**src/mbd_pkg.sv**
```systemverilog
package mbd_pkg;
    // address map boundaries, upper byte of the 16-bit address
    localparam logic [7:0] ROM_LAST_HI = 8'h3F;
    localparam logic [7:0] RAM_LAST_HI = 8'hBF;
    // top nibble codes of the four peripheral regions
    localparam logic [3:0] PSEL_A_NIB = 4'hC;
    localparam logic [3:0] PSEL_B_NIB = 4'hD;
    localparam logic [3:0] PSEL_C_NIB = 4'hE;
    localparam logic [3:0] PSEL_D_NIB = 4'hF;
    localparam int ADDR_W = 16;
    localparam int BYTE_W = 8;
    localparam int NIB_W = 4;
    localparam logic [7:0] LATCH_RST = 8'h00;
    localparam logic [5:0] SEL_IDLE = 6'h3F;
    // enable vector bit positions
    localparam int SEL_ROM = 0;
    localparam int SEL_RAM = 1;
    localparam int SEL_PA = 2;
    localparam int SEL_PB = 3;
    localparam int SEL_PC = 4;
    localparam int SEL_PD = 5;
endpackage : mbd_pkg

```
**src/mbd_addr_latch.sv**
```systemverilog
`timescale 1ns/10ps
// low address holding register, loaded while the strobe is high
module mbd_addr_latch (
    input wire logic clk_i,
    input wire logic arst_n_i,
    input wire logic load_i,
    input wire logic [7:0] d_i,
    output logic [7:0] q_o
);
    // registered equivalent of a transparent latch so the design stays on one clock
    always_ff @(posedge clk_i or negedge arst_n_i)
    begin
        if (!arst_n_i)
            q_o <= mbd_pkg::LATCH_RST;
        else if (load_i)
            q_o <= d_i;
    end
endmodule : mbd_addr_latch

```
**src/mbd_decoder.sv**
```systemverilog
`timescale 1ns/10ps
module mbd_decoder (
    input wire logic CLK_I,
    input wire logic ARST_N_I,
    input wire logic ADDR_STROBE_I,
    input wire logic [7:0] MUX_AD_I,
    output logic [7:0] MUX_AD_O,
    output logic MUX_AD_OE_O,
    input wire logic [7:0] ADDR_HI_I,
    input wire logic RD_N_I,
    input wire logic WR_N_I,
    output logic ROM_EN_N_O,
    output logic RAM_EN_N_O,
    output logic PERIPH_SEL_A_N_O,
    output logic PERIPH_SEL_B_N_O,
    output logic PERIPH_SEL_C_N_O,
    output logic PERIPH_SEL_D_N_O,
    output logic CONN_RD_N_O,
    output logic CONN_WR_N_O,
    output logic [3:0] LOW_ADDR_NIBBLE_O,
    input wire logic [7:0] EXT_DATA_BUS_I,
    output logic [7:0] EXT_DATA_BUS_O,
    output logic EXT_DATA_BUS_OE_O,
    input wire logic [7:0] SPARE_GP_PORT_I,
    output logic [7:0] SPARE_GP_PORT_O,
    output logic [7:0] SPARE_GP_PORT_OE_O,
    input wire logic [7:0] CONN_GP_I,
    output logic [7:0] CONN_GP_O,
    output logic [7:0] CONN_GP_OE_O
);
    logic [7:0] addr_lo;
    logic [15:0] addr_full;
    logic [5:0] next_sel;
    logic [5:0] sel;
    logic access;

    // active-low one-hot enable for a 16-bit address
    function automatic logic [5:0] decode_sel(input logic [15:0] a);
        logic [5:0] s;
        s = mbd_pkg::SEL_IDLE;
        if (a[15:8] <= mbd_pkg::ROM_LAST_HI)
            s[mbd_pkg::SEL_ROM] = 1'b0;
        else if (a[15:8] <= mbd_pkg::RAM_LAST_HI)
            s[mbd_pkg::SEL_RAM] = 1'b0;
        else
        begin
            unique case (a[15:12])
                mbd_pkg::PSEL_A_NIB: s[mbd_pkg::SEL_PA] = 1'b0;
                mbd_pkg::PSEL_B_NIB: s[mbd_pkg::SEL_PB] = 1'b0;
                mbd_pkg::PSEL_C_NIB: s[mbd_pkg::SEL_PC] = 1'b0;
                default: s[mbd_pkg::SEL_PD] = 1'b0;
            endcase
        end
        return s;
    endfunction : decode_sel

    // low byte held while data owns the shared lines; relies on ordering
    mbd_addr_latch u_lo_latch (
        .clk_i(CLK_I),
        .arst_n_i(ARST_N_I),
        .load_i(ADDR_STROBE_I),
        .d_i(MUX_AD_I),
        .q_o(addr_lo)
    );

    // upper byte taken live, valid for the whole cycle
    assign addr_full = {ADDR_HI_I, addr_lo};
    assign access = !RD_N_I || !WR_N_I;

    // enables only during a qualified access so idle cycles select nothing
    always_comb
    begin
        next_sel = access ? decode_sel(addr_full) : mbd_pkg::SEL_IDLE;
    end

    // registered enables keep glitches off the memory chips, at one cycle of delay
    always_ff @(posedge CLK_I or negedge ARST_N_I)
    begin
        if (!ARST_N_I)
            sel <= mbd_pkg::SEL_IDLE;
        else
            sel <= next_sel;
    end

    assign ROM_EN_N_O = sel[mbd_pkg::SEL_ROM];
    assign RAM_EN_N_O = sel[mbd_pkg::SEL_RAM];
    assign PERIPH_SEL_A_N_O = sel[mbd_pkg::SEL_PA];
    assign PERIPH_SEL_B_N_O = sel[mbd_pkg::SEL_PB];
    assign PERIPH_SEL_C_N_O = sel[mbd_pkg::SEL_PC];
    assign PERIPH_SEL_D_N_O = sel[mbd_pkg::SEL_PD];

    // strobes passed straight through to the connector
    assign CONN_RD_N_O = RD_N_I;
    assign CONN_WR_N_O = WR_N_I;
    assign LOW_ADDR_NIBBLE_O = addr_lo[3:0];

    // data buffer: toward connector on write, toward processor on read
    assign EXT_DATA_BUS_O = MUX_AD_I;
    assign EXT_DATA_BUS_OE_O = !WR_N_I && !ADDR_STROBE_I;
    assign MUX_AD_O = EXT_DATA_BUS_I;
    assign MUX_AD_OE_O = !RD_N_I && !ADDR_STROBE_I;

    // spare port is a pure pass-through, each line driven only by its owning side
    assign CONN_GP_O = SPARE_GP_PORT_I;
    assign CONN_GP_OE_O = {mbd_pkg::BYTE_W{1'b1}};
    assign SPARE_GP_PORT_O = CONN_GP_I;
    assign SPARE_GP_PORT_OE_O = {mbd_pkg::BYTE_W{1'b0}};

    // one enable low in the cycle after any access
    a_sel_onehot: assert property (@(posedge CLK_I) disable iff (!ARST_N_I)
        $past(access) |-> $countones(~sel) == 1)
        else $error("enables not exactly one");

    // idle bus must leave every chip deselected
    a_sel_idle: assert property (@(posedge CLK_I) disable iff (!ARST_N_I)
        !$past(access) |-> sel == mbd_pkg::SEL_IDLE)
        else $error("enable without access");

    // any low enable must trace back to a qualified access
    a_sel_cause: assert property (@(posedge CLK_I) disable iff (!ARST_N_I)
        (sel != mbd_pkg::SEL_IDLE) |-> $past(access))
        else $error("enable with no access behind it");

    // program memory region hit
    a_rom_range: assert property (@(posedge CLK_I) disable iff (!ARST_N_I)
        (access && addr_full[15:8] <= mbd_pkg::ROM_LAST_HI) |=> !ROM_EN_N_O)
        else $error("rom enable missing");

    // program memory enable never leaks past its region
    a_rom_only: assert property (@(posedge CLK_I) disable iff (!ARST_N_I)
        !ROM_EN_N_O |-> $past(addr_full[15:8]) <= mbd_pkg::ROM_LAST_HI)
        else $error("rom enable outside region");

    // static memory region hit
    a_ram_range: assert property (@(posedge CLK_I) disable iff (!ARST_N_I)
        (access && addr_full[15:8] > mbd_pkg::ROM_LAST_HI && addr_full[15:8] <= mbd_pkg::RAM_LAST_HI)
        |=> !RAM_EN_N_O)
        else $error("ram enable missing");

    // static memory enable never leaks past its region
    a_ram_only: assert property (@(posedge CLK_I) disable iff (!ARST_N_I)
        !RAM_EN_N_O |-> ($past(addr_full[15:8]) > mbd_pkg::ROM_LAST_HI
        && $past(addr_full[15:8]) <= mbd_pkg::RAM_LAST_HI))
        else $error("ram enable outside region");

    // first peripheral region hit
    a_periph_a_hit: assert property (@(posedge CLK_I) disable iff (!ARST_N_I)
        (access && addr_full[15:12] == mbd_pkg::PSEL_A_NIB) |=> !PERIPH_SEL_A_N_O)
        else $error("first select missing");

    // fourth peripheral region hit
    a_periph_nib: assert property (@(posedge CLK_I) disable iff (!ARST_N_I)
        (access && addr_full[15:12] == mbd_pkg::PSEL_D_NIB) |=> !PERIPH_SEL_D_N_O)
        else $error("fourth select missing");

    // each peripheral select only for its own 4 KB window
    a_periph_a: assert property (@(posedge CLK_I) disable iff (!ARST_N_I)
        !PERIPH_SEL_A_N_O |-> $past(addr_full[15:12]) == mbd_pkg::PSEL_A_NIB)
        else $error("first select wrong");

    a_periph_b: assert property (@(posedge CLK_I) disable iff (!ARST_N_I)
        !PERIPH_SEL_B_N_O |-> $past(addr_full[15:12]) == mbd_pkg::PSEL_B_NIB)
        else $error("second select wrong");

    a_periph_c: assert property (@(posedge CLK_I) disable iff (!ARST_N_I)
        !PERIPH_SEL_C_N_O |-> $past(addr_full[15:12]) == mbd_pkg::PSEL_C_NIB)
        else $error("third select wrong");

    a_periph_d: assert property (@(posedge CLK_I) disable iff (!ARST_N_I)
        !PERIPH_SEL_D_N_O |-> $past(addr_full[15:12]) == mbd_pkg::PSEL_D_NIB)
        else $error("fourth select wrong");

    // low address must survive the data phase on the shared lines
    a_latch_hold: assert property (@(posedge CLK_I) disable iff (!ARST_N_I)
        (!ADDR_STROBE_I ##1 !ADDR_STROBE_I) |-> $stable(LOW_ADDR_NIBBLE_O))
        else $error("low address moved");

    // a single low strobe cycle is already enough to freeze the latch
    a_latch_freeze: assert property (@(posedge CLK_I) disable iff (!ARST_N_I)
        !ADDR_STROBE_I |=> $stable(LOW_ADDR_NIBBLE_O))
        else $error("low address changed without strobe");

    // address phase loads the latch
    a_latch_load: assert property (@(posedge CLK_I) disable iff (!ARST_N_I)
        ADDR_STROBE_I |=> LOW_ADDR_NIBBLE_O == $past(MUX_AD_I[3:0]))
        else $error("low address not loaded");

    // connector strobes are exact copies
    a_strobe_pass: assert property (@(posedge CLK_I) disable iff (!ARST_N_I)
        CONN_RD_N_O == RD_N_I && CONN_WR_N_O == WR_N_I)
        else $error("strobe not passed");

    // both buffer directions at once would fight on the shared lines
    a_dir_excl: assert property (@(posedge CLK_I) disable iff (!ARST_N_I)
        (RD_N_I || WR_N_I) |-> !(EXT_DATA_BUS_OE_O && MUX_AD_OE_O))
        else $error("data buffer driven both ways");

    // write data reaches the connector unchanged
    a_wr_data: assert property (@(posedge CLK_I) disable iff (!ARST_N_I)
        EXT_DATA_BUS_OE_O |-> EXT_DATA_BUS_O == MUX_AD_I)
        else $error("write data not passed");

    // read data returns to the processor unchanged
    a_rd_data: assert property (@(posedge CLK_I) disable iff (!ARST_N_I)
        MUX_AD_OE_O |-> MUX_AD_O == EXT_DATA_BUS_I)
        else $error("read data not passed");

    // spare port lines driven outward only, never back toward the processor
    a_gp_out: assert property (@(posedge CLK_I) disable iff (!ARST_N_I)
        CONN_GP_O == SPARE_GP_PORT_I && (&CONN_GP_OE_O))
        else $error("spare port not passed out");

    a_gp_in: assert property (@(posedge CLK_I) disable iff (!ARST_N_I)
        SPARE_GP_PORT_O == CONN_GP_I && !(|SPARE_GP_PORT_OE_O))
        else $error("spare port driven from connector side");
endmodule : mbd_decoder

```
**config.mk**
```make
export PLATFORM = sky130hd
export DESIGN_NAME = mbd_decoder
export DESIGN_NICKNAME = d
export VERILOG_FILES = /design/src/mbd_pkg.sv /design/src/mbd_addr_latch.sv /design/src/mbd_decoder.sv
export SDC_FILE = /design/constraint.sdc
export NUM_CORES = 1
export LEC_CHECK = 0
export ABC_AREA = 1
export BUFFER_PORTS_ARGS = -buffer_cell sky130_fd_sc_hd__buf_2
export CAP_MARGIN = 20
export CORE_UTILIZATION = 27
export CTS_BUF_LIST = sky130_fd_sc_hd__clkbuf_4
export CTS_CLUSTER_SIZE = 40
export DETAILED_ROUTE_END_ITERATION = 12
export PLACE_DENSITY = 0.73
export SLEW_MARGIN = 20
export SYNTH_ARGS = -nofsm -noshare
export SYNTH_HDL_FRONTEND = slang
export SYNTH_HIERARCHICAL = 1
export SYNTH_SLANG_ARGS = --single-unit
```
**constraint.sdc**
```tcl
create_clock -name CLK_I -period 0.8 [get_ports CLK_I]
set_input_delay 0.12 -clock CLK_I [delete_from_list [all_inputs] [get_ports CLK_I]]
set_output_delay 0.12 -clock CLK_I [all_outputs]
set_load 0.02 [all_outputs]
```
==> results.cfg, run 1 <==
[status]
outcome = complete, but fails checks
violations = setup timing

[sta]
rsz0062_at_grt = yes
hold_violations = 0
setup-violations-final = 10
fin_skew_ns = 0
slew_viol_final = 0
timing.final.crit_share_pct = 127
max_freq_ghz = 0.985
fin_setup_tns_ns = -1.60
finalCriticalPeriod_ns = 1.01
setup_ws_ns = -0.215

[clock_tree]
cts_buffers = 3
cts_tree = built
ctsHtreeMaxLevel = 1
clkSinkCount = 10
cts_buffer_depth = 2
insertion_delay_ns = 0.25
cts_root_buffer = clkbuf_4
clk_pin_slew_worst_paths_ns = 0.06

[route]
wl_per_cell_um = 8.35
viasPerCell = 3.51
vias = 446
drc = 0
drtIter0Drc = 16
antenna_left = 0
drt_pass1_iterations = 4
drt_wl_total_um = 1060

[placed_design]
pre_cts_slack_ns = -0.000377
dpl.cell_count = 120
gp_congestion = 0.725
port-buffer-count = 30
detailed_place_hpwl_um = 886

[grt]
antenna_found_initial = 0
grt_use_total_pct = 6.62
grt_pass1_vias = 396
grt_max_degree = 11
grt-ovfl-total = 0
grt_pass1_wl_um = 1640

[worst_setup_path]
cp.arrival_ns = 0.89
r2r-start = u_lo_latch/q_o[2]
crit_start = sel[1]
r2r-end = u_lo_latch/q_o[2]
crit_family = flip-flops
path_max_fanout = 1
crit_path_start_kind = flop
rr_worst_depth = 3
r2r_slack_ns = 0.06
required_ns = 0.68
crit_end = RAM_EN_N_O
slowest_stage = dfstp_2
cp.depth = 1
worstSetupPathType = reg -> out
worst_setup_path_end_kind = output pin
path_cells = buf_6
critPathBufInv = 1
cp_slowest_stage_delay_ns = 0.53

[synthesis]
netlist_area_um2 = 806
syn_inst = 96
synth.avg_cell_area_um2 = 8.39
yosys_warnings = 6

[die]
start_util_pct = 29.0
die-area_um2 = 3210
io_pins = 107
die_w_um = 56.6
core-area_um2 = 2780
die_h_um = 56.6
rows = 19

[pwr]
p_sw_uw = 375
switching_share_pct = 30.6
power_density_nw_per_um2 = 1580
comb_power_share_pct = 27.7
power_report.internal_total_uw = 850
p_seq_share_pct = 46.1
p_leak_nw = 0.436
p_clk_share_pct = 26.2
ir_drop_mv = 0.921

[final_layout]
antenna_cells = 0
fillCellCount = 293
drive_gt1_share_pct = 46.9
seqCellArea_um2 = 258
area_delta_synth_final_pct = -3.88
finalNetCount = 144
utilization_pct = 27.8
final_cells = 127
multiInputGateArea_um2 = 191

[worst_hold_path]
hold_path_class = in -> reg
hold_depth = 3

[flow_run]
max_cap_viol_count = 0
metal layers:
| layer | GRT usage [%] | wire length [µm] | vias to the layer above |
|---|---|---|---|
| met2 | 9.58 | 485 | 36 |
| met3 | 3.92 | 167 | 10 |
| met1 | 7.01 | 369 | 180 |
| li1 | - | - | 220 |
| met5 | 0 | 0 | - |
| met4 | 4.88 | 36 | 0 |
area by class of cell:
cell class | instances | share of cell area, %
clock inverter | 1 | 0.485
multi-input combinational | 43 | 24.7
sequential | 10 | 33.3
inverter | 6 | 2.91
tap | 31 | 5.01
timing repair buffer | 33 | 30.7
clock buffer | 3 | 2.91
worst register-to-register path, cell delays in order (launching register included):
cell,delay (ns)
dfrtp_1,0.39
buf_4,0.14
nand2_1,0.05
nand2_1,0.05
through the flow:
| stage | area [µm²] | hold WS, ns | total power, mW |
|---|---|---|---|
| 6_report | 774 | 0.0847 | 1.22 |
| 5_1_grt | 774 | 0.0899 | 1.31 |
| 4_1_cts | 767 | 0.0810 | 1.24 |
| 3_5_place_dp | 661 | -0.0170 | 0.855 |
| 3_3_place_gp | 661 | -0.0192 | 0.851 |
| 2_1_floorplan | 858 | -0.176 | 1.04 |
timing repair:
item	CTS	global route
endpoints found under the setup margin	10	10
hold endpoints to repair	10	0
hold buffers	1	0
buffers inserted	1	1
resized for setup	20	0
state kept, by name (all words and copies together), names as in the netlist:
name	cells
sel	6
u_lo_latch/q_o	4
power groups by stage:
stage	logic [mW]	registers (mW)	clock network, mW
global placement	0.287	0.564	0
detailed placement	0.290	0.565	0
global route	0.368	0.566	0.380
CTS	0.335	0.565	0.340
finish	0.340	0.564	0.321
floorplan	0.437	0.604	0
worst min path at each step:
stage	from	endpoint
global route	MUX_AD_I[0]	u_lo_latch/q_o[0]
global placement	ARST_N_I	u_lo_latch/q_o[2]
floorplan	ARST_N_I	u_lo_latch/q_o[0]
CTS	MUX_AD_I[0]	u_lo_latch/q_o[0]
detailed placement	ARST_N_I	u_lo_latch/q_o[2]
finish	MUX_AD_I[0]	u_lo_latch/q_o[0]
cell usage in the layout (no fill, tap or decap):
cell,count
clkbuf_4,3
buf_4,2
inv_1,5
buf_2,20
nand2_2,1
nor2_1,3
dfrtp_1,4
nand3_1,4
ha_1,2
buf_6,10
dfstp_2,6
dlygate4sd3_1,1
nand2_1,15
inv_2,1
nor2_2,2
clkinv_1,1
conb_1,16
(Power assumes the default switching activity.)
==> run 2, diff against run 1 <==
--- a/config.mk
+++ b/config.mk
@@ -5,8 +5,8 @@
 export SDC_FILE = /design/constraint.sdc
 export NUM_CORES = 1
 export LEC_CHECK = 0
-export ABC_AREA = 1
-export BUFFER_PORTS_ARGS = -buffer_cell sky130_fd_sc_hd__buf_2
+export ABC_AREA = 0
+export BUFFER_PORTS_ARGS = -buffer_cell sky130_fd_sc_hd__clkbuf_2
 export CAP_MARGIN = 20
 export CORE_UTILIZATION = 27
 export CTS_BUF_LIST = sky130_fd_sc_hd__clkbuf_4
==> run 2 against run 1 <==
  * The run ends with DRC, setup timing left
  * First-iteration DRC count stayed put
  * Synthesized cell count is 15% lower
  * Non-clock buffer count fell by 1
  * Clock-buffer cell count unchanged
  * Largest power group unchanged
  * Sequential share of layout area decreased by 0.67 points
  * Die area up 0.44%
  * Fmax fell by 0.82%
  * Worst hold slack worse by 0.012 ns
  * Via count fell by 4.0%
  * Synthesized area is 0.47% higher
  * Critical path type unchanged
  * Critical endpoint unchanged
  * Power increased by 5.7%
==> results.cfg, run 2 <==
[worst_setup_path]
cp_slowest_stage_delay_ns = 0.54
path_cells = buf_8
critPathBufInv = 1
cp.arrival_ns = 0.90
required_ns = 0.68
slowest_stage = dfstp_2
path_max_fanout = 1
worstSetupPathType = reg -> out
crit_path_start_kind = flop
cp.depth = 1
crit_family = flip-flops
rr_worst_depth = 2
worst_setup_path_end_kind = output pin

[grt]
grt-ovfl-total = 0
grt_max_degree = 11
grt_use_total_pct = 8.49
grt_pass1_wl_um = 1980
antenna_found_initial = 0
grt_pass1_vias = 383

[die]
core-area_um2 = 2810
die_w_um = 56.8
io_pins = 107
die_h_um = 56.8
start_util_pct = 28.9
die-area_um2 = 3220
rows = 19

[clock_tree]
cts_root_buffer = clkbuf_4
cts_buffer_depth = 2
cts_buffers = 3
ctsHtreeMaxLevel = 1
cts_tree = built
insertion_delay_ns = 0.26
clkSinkCount = 10
clk_pin_slew_worst_paths_ns = 0.06

[route]
drt_wl_total_um = 1570
drt_pass1_iterations = 7
viasPerCell = 3.82
wl_per_cell_um = 14.1
vias = 428
drc = 9
drtIter0Drc = 16
antenna_left = 0

[final_layout]
antenna_cells = 0
area_delta_synth_final_pct = -0.464
drive_gt1_share_pct = 60.5
largest_register = sel
top_regs = sel x6, u_lo_latch/q_o x4
largest_reg_flops = 6
final_cells = 112
utilization_pct = 28.7
layout_commonest_cell = clkbuf_2
layout_common_cells = 20 x clkbuf_2, 16 x conb_1, 7 x buf_8
finalNetCount = 129

[pwr]
power_density_nw_per_um2 = 1610
p_leak_nw = 0.418
ir_drop_mv = 0.400
p_total_mw = 1.29

[sta]
finalCriticalPeriod_ns = 1.02
fin_skew_ns = 0
timing.final.crit_share_pct = 128
setup-violations-final = 12
rsz0062_at_grt = yes
setup_ws_ns = -0.223
hold_violations = 0
max_freq_ghz = 0.977
slew_viol_final = 0
hold_ws_ns = 0.0732

[placed_design]
dpl.cell_count = 106
pre_cts_slack_ns = -0.0543
port-buffer-count = 30
gp_congestion = 0.642
detailed_place_hpwl_um = 1290

[synthesis]
synth.avg_cell_area_um2 = 9.87
netlist_area_um2 = 810
yosys_warnings = 6
syn_inst = 82

[flow_run]
max_cap_viol_count = 0

[worst_hold_path]
hold_depth = 2
hold_path_class = in -> reg

[status]
outcome = complete, but fails checks
violations = DRC, setup timing
## run 2: metrics by stage
stage | setup TNS (ns) | area, µm²
floorplan | -0.0889 | 867
global placement | -0.0930 | 669
detailed placement | -0.173 | 669
CTS | -2.10 | 774
global route | -2.22 | 806
finish | -1.94 | 806
## run 2: routing by layer
layer	vias to the layer above	track usage [%]	part of all wire (%)
met2	43	17.5	59
met1	184	4.65	20
met5	-	0	0
met3	16	3.92	15
met4	0	8.01	6.2
li1	185	-	-
## run 2: cell type report
class / count / area, µm²
tap: 31 / 38.8
fill: 290 / 2000
inverter: 2 / 7.51
clock buffer: 3 / 22.5
clock inverter: 1 / 3.75
timing repair buffer: 32 / 260
multi-input combinational: 33 / 210
sequential: 10 / 263
## run 2: path summary, 6_finish.rpt
path	from	to	slack, ns
max in group asynchronous	ARST_N_I	sel[4]	0.28
setup / recovery	sel[1]	RAM_EN_N_O	-0.22
setup reg to reg	u_lo_latch/q_o[1]	u_lo_latch/q_o[1]	-0.11
hold reg to reg	u_lo_latch/q_o[0]	u_lo_latch/q_o[0]	0.55
hold / removal	ADDR_HI_I[4]	sel[5]	0.07
min in group asynchronous	ARST_N_I	u_lo_latch/q_o[1]	0.25
## run 2: repair_timing
action / in CTS / in global routing
gates resized for setup: 14 / 17
gates cloned: 0 / 0
hold endpoints to repair: 10 / 0
pin swaps: 0 / 0
buffers inserted: 1 / 0
endpoints found under the setup margin: 10 / 11
hold buffers: 1 / 0
## run 2: power by group
part / switching [mW] / internal (mW)
logic: 0.217 / 0.162
clock network: 0.159 / 0.179
registers: 0.0258 / 0.551
## run 2: worst reg2reg max path: stages, from the launching register on
cell and delay (ns):
dfrtp_2 0.42, buf_6 0.12, mux2_4 0.26
